--- src/inc/lbh_defines.svh ---
// constants for the local bus hold and emulate acknowledge logic
`ifndef LBH_DEFINES_SVH
`define LBH_DEFINES_SVH
`define LBH_PHASE_DIV   1
`define LBH_MEM_CYC     4
`define LBH_WORD_W      16
`define LBH_ACK_RST     1'b1
`define LBH_HOLD_RST    1'b1
`define LBH_STROBE_RST  1'b1
`define LBH_LAD_RST     16'h0000
`define LBH_LAD_PULL    16'hffff
`define LBH_TP_RESET    0
`define LBH_TP_IRQ1     1
`define LBH_TP_IRQ2     2
`define LBH_TP_HSYNC    3
`define LBH_TP_VSYNC    4
`define LBH_TP_W        5
`endif

--- src/inc/lbh_pkg.sv ---
// types shared by both ends of the local bus hold link
`include "lbh_defines.svh"
package lbh_pkg;
  typedef logic [`LBH_WORD_W-1:0] lbh_word_t;
  typedef logic [`LBH_TP_W-1:0]   lbh_tpins_t;
  typedef enum logic [3:0] {
    PH_Q1 = 4'b0001,
    PH_Q2 = 4'b0010,
    PH_Q3 = 4'b0100,
    PH_Q4 = 4'b1000
  } lbh_phase_t;
  typedef enum logic [2:0] {
    DS_OWN   = 3'b001,
    DS_REL   = 3'b010,
    DS_GRANT = 3'b100
  } lbh_dstate_t;
  typedef enum logic [3:0] {
    MS_IDLE = 4'b0001,
    MS_REQ  = 4'b0010,
    MS_OWN  = 4'b0100,
    MS_REL  = 4'b1000
  } lbh_mstate_t;
endpackage : lbh_pkg

--- src/inc/lbh_if.sv ---
// pins between the graphics device and an external bus master
`timescale 1ns/1ps
`include "lbh_defines.svh"
interface lbh_if;
  import lbh_pkg::*;
  logic      hold_req_n;          // master asks for the bus, low
  logic      shared_ack_out_n;    // grant ack in q3-q4, emulation ack in q1-q2
  logic      local_clock_primary; // high in q1-q2
  logic      local_clock_second;  // high in q2-q3
  lbh_word_t lad_dev;
  logic      lad_dev_oe;
  logic      strobe_dev_n;
  logic      strobe_dev_oe;
  lbh_word_t lad_mst;
  logic      lad_mst_oe;
  logic      strobe_mst_n;
  logic      strobe_mst_oe;
  lbh_word_t lad_bus;
  logic      strobe_bus_n;
  // resolved wire level; undriven bus floats to the pull level
  assign lad_bus      = lad_dev_oe ? lad_dev : (lad_mst_oe ? lad_mst : `LBH_LAD_PULL);
  assign strobe_bus_n = strobe_dev_oe ? strobe_dev_n : (strobe_mst_oe ? strobe_mst_n : 1'b1);
  modport dev (input hold_req_n, lad_bus, strobe_bus_n,
               output shared_ack_out_n, local_clock_primary, local_clock_second,
               output lad_dev, lad_dev_oe, strobe_dev_n, strobe_dev_oe);
  modport mst (output hold_req_n, lad_mst, lad_mst_oe, strobe_mst_n, strobe_mst_oe,
               input shared_ack_out_n, local_clock_primary, local_clock_second, lad_bus, strobe_bus_n);
endinterface : lbh_if

--- src/design/lbh_device.sv ---
// device end: bus release, shared grant/emulation acknowledge, emulation mode
`timescale 1ns/1ps
`include "lbh_defines.svh"
module lbh_device #(
  parameter int unsigned PHASE_DIV = `LBH_PHASE_DIV, // core cycles per phase
  parameter int unsigned MEM_CYC   = `LBH_MEM_CYC    // core cycles per memory cycle
) (
  input  wire logic                   core_clk_i,           // 40 MHz clock
  input  wire logic                   rst_b_i,              // sync reset, low
  lbh_if.dev                          bus,                  // link to the master
  input  wire logic                   mem_req_i,            // start a local memory cycle, pulse
  input  wire lbh_pkg::lbh_word_t     mem_addr_i,           // address for that cycle
  output logic                        mem_busy_o,           // cycle running or bus away
  output logic                        mem_done_o,           // cycle finished, pulse
  input  wire logic                   run_emulate_in_i,     // run/emulate pin level
  input  wire logic                   run_emulate_oe_i,     // run/emulate pin driven
  input  wire logic                   emu_opcode_i,         // emulation opcode executed, pulse
  input  wire logic                   reset_pin_n_i,        // reset pin
  input  wire logic                   local_irq_first_n_i,  // interrupt pin 1
  input  wire logic                   local_irq_second_n_i, // interrupt pin 2
  input  wire logic                   hsync_i,              // horizontal sync pin
  input  wire logic                   vsync_i,              // vertical sync pin
  output logic                        emu_mode_o,           // emulation mode active
  output logic                        halted_o,             // halted for emulation
  output logic                        granted_o,            // bus handed to master
  output logic                        reset_req_o,          // normal reset request
  output logic [1:0]                  irq_req_o,            // normal interrupt requests
  output lbh_pkg::lbh_tpins_t         test_pins_o           // pins seen in emulation/test
);
  import lbh_pkg::*;

  localparam logic [7:0] DIV_LAST = 8'(PHASE_DIV - 1);
  localparam logic [7:0] CYC_LAST = 8'(MEM_CYC - 1);

  function automatic lbh_phase_t phase_after(input lbh_phase_t p);
    unique case (p)
      PH_Q1: phase_after = PH_Q2;
      PH_Q2: phase_after = PH_Q3;
      PH_Q3: phase_after = PH_Q4;
      default: phase_after = PH_Q1;
    endcase
  endfunction : phase_after

  function automatic logic in_q34(input lbh_phase_t p);
    in_q34 = (p == PH_Q3) || (p == PH_Q4);
  endfunction : in_q34

  // phase divider and local clocks
  logic [7:0]  div_r, div_nxt;
  lbh_phase_t  ph_r, ph_nxt;
  logic        local_clock_primary_r, local_clock_primary_nxt;
  logic        lclk2_r, lclk2_nxt;
  logic        ph_en;

  assign ph_en = (div_r == DIV_LAST);

  always_comb begin
    div_nxt   = ph_en ? 8'h00 : div_r + 8'h01;
    ph_nxt    = ph_en ? phase_after(ph_r) : ph_r;
    local_clock_primary_nxt = (ph_nxt == PH_Q1) || (ph_nxt == PH_Q2);
    lclk2_nxt = (ph_nxt == PH_Q2) || (ph_nxt == PH_Q3);
  end

  always_ff @(posedge core_clk_i) begin
    if (!rst_b_i) begin
      div_r   <= 8'h00;
      ph_r    <= PH_Q4;
      local_clock_primary_r <= 1'b0;
      lclk2_r <= 1'b0;
    end else begin
      div_r   <= div_nxt;
      ph_r    <= ph_nxt;
      local_clock_primary_r <= local_clock_primary_nxt;
      lclk2_r <= lclk2_nxt;
    end
  end

  // emulation mode, halt and pin reassignment
  logic       run_eff;
  logic       emu_r, emu_nxt;
  logic       halt_r, halt_nxt;
  logic       rst_req_r, rst_req_nxt;
  logic [1:0] irq_r, irq_nxt;
  lbh_tpins_t tp_r, tp_nxt;
  logic       cyc_act;

  // an undriven pin reads as run, so normal boards may leave it open
  assign run_eff = run_emulate_oe_i ? run_emulate_in_i : 1'b1;

  always_comb begin
    emu_nxt     = !run_eff;
    // halt waits for the running memory cycle so the bus is left clean
    halt_nxt    = emu_r && (halt_r || !cyc_act);
    rst_req_nxt = 1'b0;
    irq_nxt     = 2'b00;
    tp_nxt      = '0;
    if (emu_r) begin
      tp_nxt[`LBH_TP_RESET] = reset_pin_n_i;
      tp_nxt[`LBH_TP_IRQ1]  = local_irq_first_n_i;
      tp_nxt[`LBH_TP_IRQ2]  = local_irq_second_n_i;
      tp_nxt[`LBH_TP_HSYNC] = hsync_i;
      tp_nxt[`LBH_TP_VSYNC] = vsync_i;
    end else begin
      rst_req_nxt = !reset_pin_n_i;
      irq_nxt     = {!local_irq_second_n_i, !local_irq_first_n_i};
    end
  end

  always_ff @(posedge core_clk_i) begin
    if (!rst_b_i) begin
      emu_r     <= 1'b0;
      halt_r    <= 1'b0;
      rst_req_r <= 1'b0;
      irq_r     <= 2'b00;
      tp_r      <= '0;
    end else begin
      emu_r     <= emu_nxt;
      halt_r    <= halt_nxt;
      rst_req_r <= rst_req_nxt;
      irq_r     <= irq_nxt;
      tp_r      <= tp_nxt;
    end
  end

  // bus ownership and local memory cycles
  lbh_dstate_t st_r, st_nxt;
  logic [7:0]  cyc_r, cyc_nxt;
  logic        act_r, act_nxt;
  lbh_word_t   lad_r, lad_nxt;
  logic        done_r, done_nxt;
  logic        busy_r, busy_nxt;
  logic        gnt_r, gnt_nxt;
  logic        stb_n_r, stb_n_nxt;

  assign cyc_act = act_r;

  always_comb begin
    st_nxt   = st_r;
    cyc_nxt  = cyc_r;
    act_nxt  = act_r;
    lad_nxt  = lad_r;
    done_nxt = 1'b0;
    if (act_r) begin
      if (cyc_r == CYC_LAST) begin
        act_nxt  = 1'b0;
        done_nxt = 1'b1;
        cyc_nxt  = 8'h00;
      end else begin
        cyc_nxt = cyc_r + 8'h01;
      end
    end
    unique case (st_r)
      DS_OWN: begin
        // a pending request beats a new memory cycle
        if (!bus.hold_req_n && !act_r) begin
          st_nxt = DS_REL;
        end else if (mem_req_i && !act_r && !halt_r && bus.hold_req_n) begin
          act_nxt = 1'b1;
          cyc_nxt = 8'h00;
          lad_nxt = mem_addr_i;
        end
      end
      DS_REL: begin
        // drivers are already off here; grant follows the release
        st_nxt = bus.hold_req_n ? DS_OWN : DS_GRANT;
      end
      DS_GRANT: begin
        if (bus.hold_req_n) begin
          st_nxt = DS_OWN;
        end
      end
    endcase
    busy_nxt = act_nxt || (st_nxt != DS_OWN);
    gnt_nxt  = (st_nxt == DS_GRANT);
    stb_n_nxt = !act_nxt;
  end

  always_ff @(posedge core_clk_i) begin
    if (!rst_b_i) begin
      st_r   <= DS_OWN;
      cyc_r  <= 8'h00;
      act_r  <= 1'b0;
      lad_r  <= `LBH_LAD_RST;
      done_r <= 1'b0;
      busy_r <= 1'b0;
      gnt_r  <= 1'b0;
      stb_n_r <= `LBH_STROBE_RST;
    end else begin
      st_r   <= st_nxt;
      cyc_r  <= cyc_nxt;
      act_r  <= act_nxt;
      lad_r  <= lad_nxt;
      done_r <= done_nxt;
      busy_r <= busy_nxt;
      gnt_r  <= gnt_nxt;
      stb_n_r <= stb_n_nxt;
    end
  end

  // shared acknowledge, timed to the phase being entered
  logic opc_pend_r, opc_pend_nxt;
  logic opc_act_r, opc_act_nxt;
  logic ack_r, ack_nxt;

  always_comb begin
    opc_pend_nxt = opc_pend_r || emu_opcode_i;
    opc_act_nxt  = opc_act_r;
    ack_nxt      = ack_r;
    if (ph_en) begin
      if (ph_nxt == PH_Q1) begin
        // opcodes pending at q1 entry share one q1-q2 window; a later opcode waits for the next cycle
        opc_act_nxt  = opc_pend_r;
        opc_pend_nxt = emu_opcode_i;
      end else if (ph_nxt == PH_Q3) begin
        opc_act_nxt = 1'b0;
      end
      if (in_q34(ph_nxt)) begin
        ack_nxt = (st_r != DS_GRANT);
      end else begin
        ack_nxt = !(halt_r || opc_act_nxt);
      end
    end
  end

  always_ff @(posedge core_clk_i) begin
    if (!rst_b_i) begin
      opc_pend_r <= 1'b0;
      opc_act_r  <= 1'b0;
      ack_r      <= `LBH_ACK_RST;
    end else begin
      opc_pend_r <= opc_pend_nxt;
      opc_act_r  <= opc_act_nxt;
      ack_r      <= ack_nxt;
    end
  end

  assign bus.shared_ack_out_n    = ack_r;
  assign bus.local_clock_primary = local_clock_primary_r;
  assign bus.local_clock_second  = lclk2_r;
  assign bus.lad_dev             = lad_r;
  assign bus.lad_dev_oe          = act_r;
  assign bus.strobe_dev_n        = stb_n_r;
  assign bus.strobe_dev_oe       = act_r;
  assign mem_busy_o              = busy_r;
  assign mem_done_o              = done_r;
  assign emu_mode_o              = emu_r;
  assign halted_o                = halt_r;
  assign granted_o               = gnt_r;
  assign reset_req_o             = rst_req_r;
  assign irq_req_o               = irq_r;
  assign test_pins_o             = tp_r;
endmodule : lbh_device

--- src/flat_wrapper.sv ---
// flat-port wrapper written by rule: the top's interface ports become plain ports
module lbh_device_flat import lbh_pkg::*;
#(
  parameter int unsigned PHASE_DIV = `LBH_PHASE_DIV,                         
  parameter int unsigned MEM_CYC   = `LBH_MEM_CYC                                   
)
  (core_clk_i, rst_b_i, mem_req_i, mem_addr_i, mem_busy_o, mem_done_o, run_emulate_in_i, run_emulate_oe_i, emu_opcode_i, reset_pin_n_i, local_irq_first_n_i, local_irq_second_n_i, hsync_i, vsync_i, emu_mode_o, halted_o, granted_o, reset_req_o, irq_req_o, test_pins_o, bus_hold_req_n, bus_shared_ack_out_n, bus_local_clock_primary, bus_local_clock_second, bus_lad_dev, bus_lad_dev_oe, bus_strobe_dev_n, bus_strobe_dev_oe);
  lbh_if bus_i ();
  input  wire logic core_clk_i;
  input  wire logic rst_b_i;
  input  wire logic mem_req_i;
  input  wire lbh_pkg::lbh_word_t mem_addr_i;
  output logic mem_busy_o;
  output logic mem_done_o;
  input  wire logic run_emulate_in_i;
  input  wire logic run_emulate_oe_i;
  input  wire logic emu_opcode_i;
  input  wire logic reset_pin_n_i;
  input  wire logic local_irq_first_n_i;
  input  wire logic local_irq_second_n_i;
  input  wire logic hsync_i;
  input  wire logic vsync_i;
  output logic emu_mode_o;
  output logic halted_o;
  output logic granted_o;
  output logic reset_req_o;
  output logic [1:0] irq_req_o;
  output lbh_pkg::lbh_tpins_t test_pins_o;
  input wire logic [$bits(bus_i.hold_req_n)-1:0] bus_hold_req_n;
  output wire logic [$bits(bus_i.shared_ack_out_n)-1:0] bus_shared_ack_out_n;
  output wire logic [$bits(bus_i.local_clock_primary)-1:0] bus_local_clock_primary;
  output wire logic [$bits(bus_i.local_clock_second)-1:0] bus_local_clock_second;
  output wire logic [$bits(bus_i.lad_dev)-1:0] bus_lad_dev;
  output wire logic [$bits(bus_i.lad_dev_oe)-1:0] bus_lad_dev_oe;
  output wire logic [$bits(bus_i.strobe_dev_n)-1:0] bus_strobe_dev_n;
  output wire logic [$bits(bus_i.strobe_dev_oe)-1:0] bus_strobe_dev_oe;
  assign bus_i.hold_req_n = bus_hold_req_n;
  assign bus_shared_ack_out_n = bus_i.shared_ack_out_n;
  assign bus_local_clock_primary = bus_i.local_clock_primary;
  assign bus_local_clock_second = bus_i.local_clock_second;
  assign bus_lad_dev = bus_i.lad_dev;
  assign bus_lad_dev_oe = bus_i.lad_dev_oe;
  assign bus_strobe_dev_n = bus_i.strobe_dev_n;
  assign bus_strobe_dev_oe = bus_i.strobe_dev_oe;
  lbh_device #(.PHASE_DIV(PHASE_DIV), .MEM_CYC(MEM_CYC)) u_core (.core_clk_i(core_clk_i), .rst_b_i(rst_b_i), .bus(bus_i), .mem_req_i(mem_req_i), .mem_addr_i(mem_addr_i), .mem_busy_o(mem_busy_o), .mem_done_o(mem_done_o), .run_emulate_in_i(run_emulate_in_i), .run_emulate_oe_i(run_emulate_oe_i), .emu_opcode_i(emu_opcode_i), .reset_pin_n_i(reset_pin_n_i), .local_irq_first_n_i(local_irq_first_n_i), .local_irq_second_n_i(local_irq_second_n_i), .hsync_i(hsync_i), .vsync_i(vsync_i), .emu_mode_o(emu_mode_o), .halted_o(halted_o), .granted_o(granted_o), .reset_req_o(reset_req_o), .irq_req_o(irq_req_o), .test_pins_o(test_pins_o));
endmodule
--- config.mk ---
export PLATFORM = sky130hd
export DESIGN_NAME = lbh_device_flat
export DESIGN_NICKNAME = d
export VERILOG_FILES = /design/src/inc/lbh_pkg.sv /design/src/inc/lbh_if.sv /design/src/design/lbh_device.sv /design/src/flat_wrapper.sv
export VERILOG_INCLUDE_DIRS = /design/src /design/src/inc
export SDC_FILE = /design/constraint.sdc
export NUM_CORES = 1
export LEC_CHECK = 0
export CAP_MARGIN = 30
export CORE_MARGIN = 1.5
export CORE_UTILIZATION = 25
export CTS_CLUSTER_DIAMETER = 100
export CTS_CLUSTER_SIZE = 30
export DETAILED_ROUTE_END_ITERATION = 12
export DONT_BUFFER_PORTS = 1
export SETUP_SLACK_MARGIN = 0.2
export SLEW_MARGIN = 20
export SYNTH_ARGS = -nofsm -noshare
export SYNTH_HDL_FRONTEND = slang
export SYNTH_SLANG_ARGS = --single-unit
--- constraint.sdc ---
create_clock -name core_clk_i -period 2.3 [get_ports core_clk_i]
set_input_delay 0.46 -clock core_clk_i [delete_from_list [all_inputs] [get_ports core_clk_i]]
set_output_delay 0.46 -clock core_clk_i [all_outputs]
set_load 0.1 [all_outputs]
# [Word-level counts from Yosys, hierarchy flattened]
# Cells that the tools add are included.
[totals] register_bits=59 latchBits=0 mem_bits_rw=0 mem_bits_ro=0 inputBits=28 word_cells=89 memories=0
[op_classes] addsub=2 n_mul=0 div_mod_pow=0 n_lt_le_gt_ge=0 n_eq_ne=14 shifts=0 n_mux=24 n_bitwise=2 n_reduce_logical=27
[ops] cell="$mux 8" n=5
[ops] cell="$add 8x1->8 const B" n=2
[ops] cell="$mux 1" n=13
[ops] cell="$pmux 4 s3" n=1
[ops] cell="$logic_not 1->1" n=9
[ops] cell="$mux 3" n=3
[ops] cell="$pmux 3 s3" n=1
[ops] cell="$eq 4x1->1 const B" n=2
[ops] cell="$eq 4x2->1 const B" n=2
[ops] cell="$eq 4x3->1 const B" n=2
[ops] cell="$eq 8x2->1 const B" n=1
[ops] cell="$logic_not 8->1" n=1
[ops] cell="$logic_or 1x1->1" n=7
[ops] cell="$eq 3x3->1 const B" n=2
[ops] cell="$logic_and 1x1->1" n=5
[ops] cell="$eq 4x4->1 const B" n=1
[ops] cell="$mux 4" n=1
[ops] cell="$reduce_and 2->1" n=2
[ops] cell="$reduce_or 2->1" n=2
[ops] cell="$eq 3x1->1 const B" n=1
[ops] cell="$eq 3x2->1 const B" n=1
[ops] cell="$ne 3x1->1 const B" n=1
[ops] cell="$ne 3x3->1 const B" n=1
[ops] cell="$reduce_and 3->1" n=1
[ops] cell="$not 1->1" n=2

# [Logic depth before layout (Yosys ltp)]
[depth] depth_word=10 depth_mapped=7

# [Least setup slack after synthesis]
# OpenSTA, ideal clock, no wires.
[synth_timing] path_kind="flip-flop to flip-flop" start="reg u_core.act_r, in the netlist u_core.bus.lad_dev_oe" end="reg u_core.lad_r[1], in the netlist u_core.bus.lad_dev[1]" setup_time_ns=0.128 t_arrival_ns=2.024 required_ns=2.172 path_slack_ns=0.148 stages_incl_launch_ff=7 n_path_buf=2 period_less_slack_ns=2.152 cell_sequence="dfxtp_1 -> nor4bb_1 -> nand4b_1 -> buf_2 -> buf_2 -> mux2i_1 -> nor2_1"
[synth_via] elab_chain_cells=5 word_cells_on_any_way=7
[synth_lines] item="start: declaration" line="lbh_device.sv:128" text="logic act_r, act_nxt;"
[synth_lines] item="start signal: assignment" line="lbh_device.sv:191" text="act_r <= act_nxt;"
[synth_lines] item="$logic_not 1->1 *" line="lbh_device.sv:155, lbh_device.sv:157"
[synth_lines] item="$logic_and 1x1->1 (3 in series)" line="lbh_device.sv:157" text="end else if (mem_req_i && !act_r && !halt_r && bus.hold_req_n) begin"
[synth_lines] item="$reduce_and 3->1 (no source line) *"
[synth_lines] item="end signal: assignment" line="lbh_device.sv:183" text="lad_r <= `LBH_LAD_RST;"
[synth_lines] item="end signal: assignment" line="lbh_device.sv:192" text="lad_r <= lad_nxt;"
[synth_lines] item="end: declaration" line="lbh_device.sv:129" text="lbh_word_t lad_r, lad_nxt;"
# Every way passes the cells marked *; elsewhere a longest branch is shown, timed or not.
# A chain may end at the register's enable or synchronous reset.

# [Worst setup path after layout]
[layout_timing] start="reg u_core.div_r[0]" end="reg u_core.ack_r, in the netlist u_core.bus.shared_ack_out_n"
[layout_via] elab_chain_cells=9 word_cells_on_any_way=12
[layout_lines] item="start: declaration" line="lbh_device.sv:49" text="logic [7:0] div_r, div_nxt;"
[layout_lines] item="start signal: assignment" line="lbh_device.sv:71" text="div_r <= div_nxt;"
[layout_lines] item="$logic_not 8->1 *" line="lbh_device.sv:55" text="assign ph_en = (div_r == DIV_LAST);"
[layout_lines] item="$mux 4" line="lbh_device.sv:59" text="ph_nxt = ph_en ? phase_after(ph_r) : ph_r;"
[layout_lines] item="$eq 4x3->1" line="lbh_device.sv:45, lbh_device.sv:214"
[layout_lines] item="$mux 1" line="lbh_device.sv:214" text="end else if (ph_nxt == PH_Q3) begin"
[layout_lines] item="$mux 1" line="lbh_device.sv:210" text="if (ph_nxt == PH_Q1) begin"
[layout_lines] item="$mux 1" line="lbh_device.sv:209" text="if (ph_en) begin"
[layout_lines] item="$logic_or 1x1->1" line="lbh_device.sv:220" text="ack_nxt = !(halt_r || opc_act_nxt);"
[layout_lines] item="$logic_not 1->1" line="lbh_device.sv:220"
[layout_lines] item="$mux 1" line="lbh_device.sv:217" text="if (in_q34(ph_nxt)) begin"
[layout_lines] item="end signal: assignment" line="lbh_device.sv:229" text="ack_r <= `LBH_ACK_RST;"
[layout_lines] item="end signal: assignment" line="lbh_device.sv:233" text="ack_r <= ack_nxt;"
[layout_lines] item="end: declaration" line="lbh_device.sv:203" text="logic ack_r, ack_nxt;"
# Every way passes the cells marked *; elsewhere a longest branch is shown, timed or not. The select of a mux whose other input is x is not followed.

==> impl_results.md <==
* CP endpoint kind: flop
* Number of setup buffers added after CTS at 0
* Fin Setup TNS at 0 ns
* Required time worst endpoint at 2.55 ns
* Power Dens Cells at 823 nW/um^2
* CP Class: flop to flop
* Final Cell Area at 3060 sq um
* Die area at 10400 sq um
* Max-slew violations at 0
* Post-synth EDFFs at 0
* Syn Inst Count at 271
* Antenna-violating nets left at 0
* Initial DRC Count at 35
* Met2 usage at 18.1%
* Met3 Use GR at 4.86%
* Synthesis Warnings at 0
* Net Switching at 0.733 mW
* Area leader, netlist: dfxtp_1
* Clock Skew at 0.00861 ns
* DP HPWL at 3.76 mm
* Arrival @ worst endpoint at 2.16 ns
* Slew Limit Headroom at 60.8%
* Fraction of registers with async set/reset at 0%
* Grt ovf at 0
* Number of global-route vias before repair at 1892
* Final Util at 31.8%
* Final #Nets at 334
* Count leader, synth: dfxtp_1
* H-tree levels at 3
* Initial antenna violation count at 0
* Initial core utilization at 25.5%
* Count of different cell masters after synthesis at 44
* Sequential power share at 43.4%
* Die Width at 102 um
* RSZ-0062 raised after global routing: false
* First-pass GRT wire length at 8.67 mm
* Clk_lat worst skew at 0.33 ns
* Status: completed
* Final setup viols at 0
* Worst slack, placed at 0.394 ns
* Ports at 63
* CTS tree: done
* Synthesis-to-finish area growth at 24.6%
* Overall routing resource usage at 10.8%
* Via-to-Cell Ratio at 4.50
* Main synth FF type: dfxtp_1
* WL/cell at 12.2 um
* FMAX at 0.524 GHz
* Maxcap violations at 0
* Fin crit share at 83.0%
* Synth top area share at 48.0%
* Core area at 9640 sq um
* P_leak at 1.33 nW
* # diodes at 0
* DRC violations left at 0
* Clock network power share at 42.0%
* Die outline height at 102 um
* Buffers on Ports at 0
* Max rail drop VDD at 0.558 mV
* Worst hold slack at 0.191 ns
* M1 GR Usage at 12.1%
* Internal power at 1.79 mW
* TritonCTS Buffers at 9
* Post-CTS sizing at 0
* Synth top cells by count: dfxtp_1 (59), nor2_1 (50), mux2i_1 (18), nand2_1 (18), a21oi_1 (11)
* Root buf cell: clkbuf_8
* Crit Path Max Fanout at 6
* CTS sink count at 59
* CTS clk-pin slew, worst paths at 0.07 ns
* Seq/Total Area, Yosys at 48.0%
* Layout cell share with drive strength beyond 1 at 19.5%
* Busiest grt layer: met2
* Vias post-DR at 1983
* Routability cong. at 0.850
* # hold bufs at CTS at 0
* Largest net degree at the start of global routing at 29
* Synthesized cell area at 2460 sq um
* Worst slew pin tran at 0.573 ns
* Detailed Routing Iterations Pass 1 at 4
* Dpl cell area at 2840 sq um
* Syn_nets at 302
* Sw frac at 29.0%
* Final setup margin at 0.392 ns
* Average size of a mapped cell at 9.07 sq um
* Clock Tree Buf Depth at 2
* Flop and latch count out of synthesis at 59
* Hold Fails Final Rpt at 0
* Hold crit path type: primary input to flop
* Comb pwr share at 14.6%
* Cells taking the most area after synthesis: dfxtp_1 (48%), nor2_1 (7.6%), mux2i_1 (7.3%)
* CP startpoint kind: flop
* # rows at 36
* Minimum clock period at 1.91 ns
* Routed wire length at 5.37 mm
[layer usage]
| layer | wire length, um | up-vias |
|---|---|---|
| met1 | 2280 | 901 |
| li1 | - | 999 |
| met3 | 411 | 10 |
| met4 | 76 | 0 |
| met2 | 2600 | 73 |
| met5 | 0 | - |
[cell type report]
type	instances	area, sq um
Inverter	7	26.3
Tap cell	133	166
Multi-Input combinational cell	190	1190
Fill cell	1045	6580
Sequential cell	59	1180
Timing Repair Buffer	36	270
Clock buffer	10	138
Clock inverter	6	88.8
[power by group through the flow]
| stage | sequential [mW] | clock [mW] | combinational (mW) |
|---|---|---|---|
| floorplan | 1.29 | 0 | 0.136 |
| global placement | 1.12 | 0 | 0.367 |
| detailed placement | 1.12 | 0 | 0.370 |
| CTS | 1.09 | 1.10 | 0.370 |
| global route | 1.10 | 1.15 | 0.387 |
| finish | 1.09 | 1.06 | 0.368 |
[logic make-up (layout without fill, tap and decap cells)]
kind of cell	count (synthesis)	in the layout	share of synthesized area (%)
flip-flops	59	59	48.0
adder cells (fa/ha/maj)	3	3	1.53
buffers and inverters	22	59	3.61
AO/OA/AOI/OAI	40	40	11.1
XOR/XNOR	14	14	4.99
multiplexers	18	18	7.33
AND/OR/NAND/NOR	115	115	23.4
[state kept, by name, summed over array words and instances (netlist names)]
register and cells:
u_core.st_r 3, u_core.opc_act_r 1, u_core.bus.lad_dev 16, u_core.div_r 8, u_core.granted_o 1, u_core.bus.lad_dev_oe 1
u_core.bus.local_clock_second 1, u_core.reset_req_o 1, u_core.emu_mode_o 1, u_core.bus.local_clock_primary 1, u_core.irq_req_o 2, u_core.opc_pend_r 1
u_core.mem_busy_o 1, u_core.cyc_r 8, u_core.bus.strobe_dev_n 1, u_core.bus.shared_ack_out_n 1, u_core.test_pins_o 5, u_core.mem_done_o 1
u_core.ph_r 4, u_core.halted_o 1
[cells in the final DEF (no fill, tap or decap), types with 3 or more instances in the layout]
master	Yosys	routed
clkbuf_8	0	10
a211oi_1	3	3
mux2i_1	18	18
and3_1	10	10
dfxtp_1	59	57
o211ai_1	3	3
a21oi_1	11	11
xor2_1	8	8
nand3_1	9	9
nand2b_1	4	4
nand4_1	3	3
o21ai_0	9	9
buf_4	1	36
xnor2_1	6	6
nand2_1	18	17
nor3_1	4	4
ha_1	3	3
nor2_1	50	50
inv_1	6	6
nor4b_1	5	5
[path summary, 6_finish.rpt]
check,cells after the start,slack (ns),start,end
setup reg to reg,6,0.39,u_core.div_r[0],u_core.bus.shared_ack_out_n
hold reg to reg,2,0.48,u_core.opc_act_r,u_core.opc_act_r
hold / removal,1,0.19,local_irq_first_n_i,u_core.irq_req_o[0]
setup / recovery,6,0.39,u_core.div_r[0],u_core.bus.shared_ack_out_n
[through the flow]
| step | total power, mW | cells |
|---|---|---|
| 2_1_floorplan | 1.42 | 271 |
| 3_5_place_dp | 1.49 | 425 |
| 6_report | 2.52 | 441 |
| 3_3_place_gp | 1.48 | 425 |
| 4_1_cts | 2.57 | 441 |
| 5_1_grt | 2.64 | 441 |
[critical path, cell delays in order (launching register included)]
cell and delay, ns:
dfxtp_1 0.35, inv_1 0.07, ha_1 0.14, or4b_4 0.50, a2111oi_4 0.30, or3b_1 0.37
o211ai_1 0.09
No activity file was read; power rests on OpenSTA's default activity.
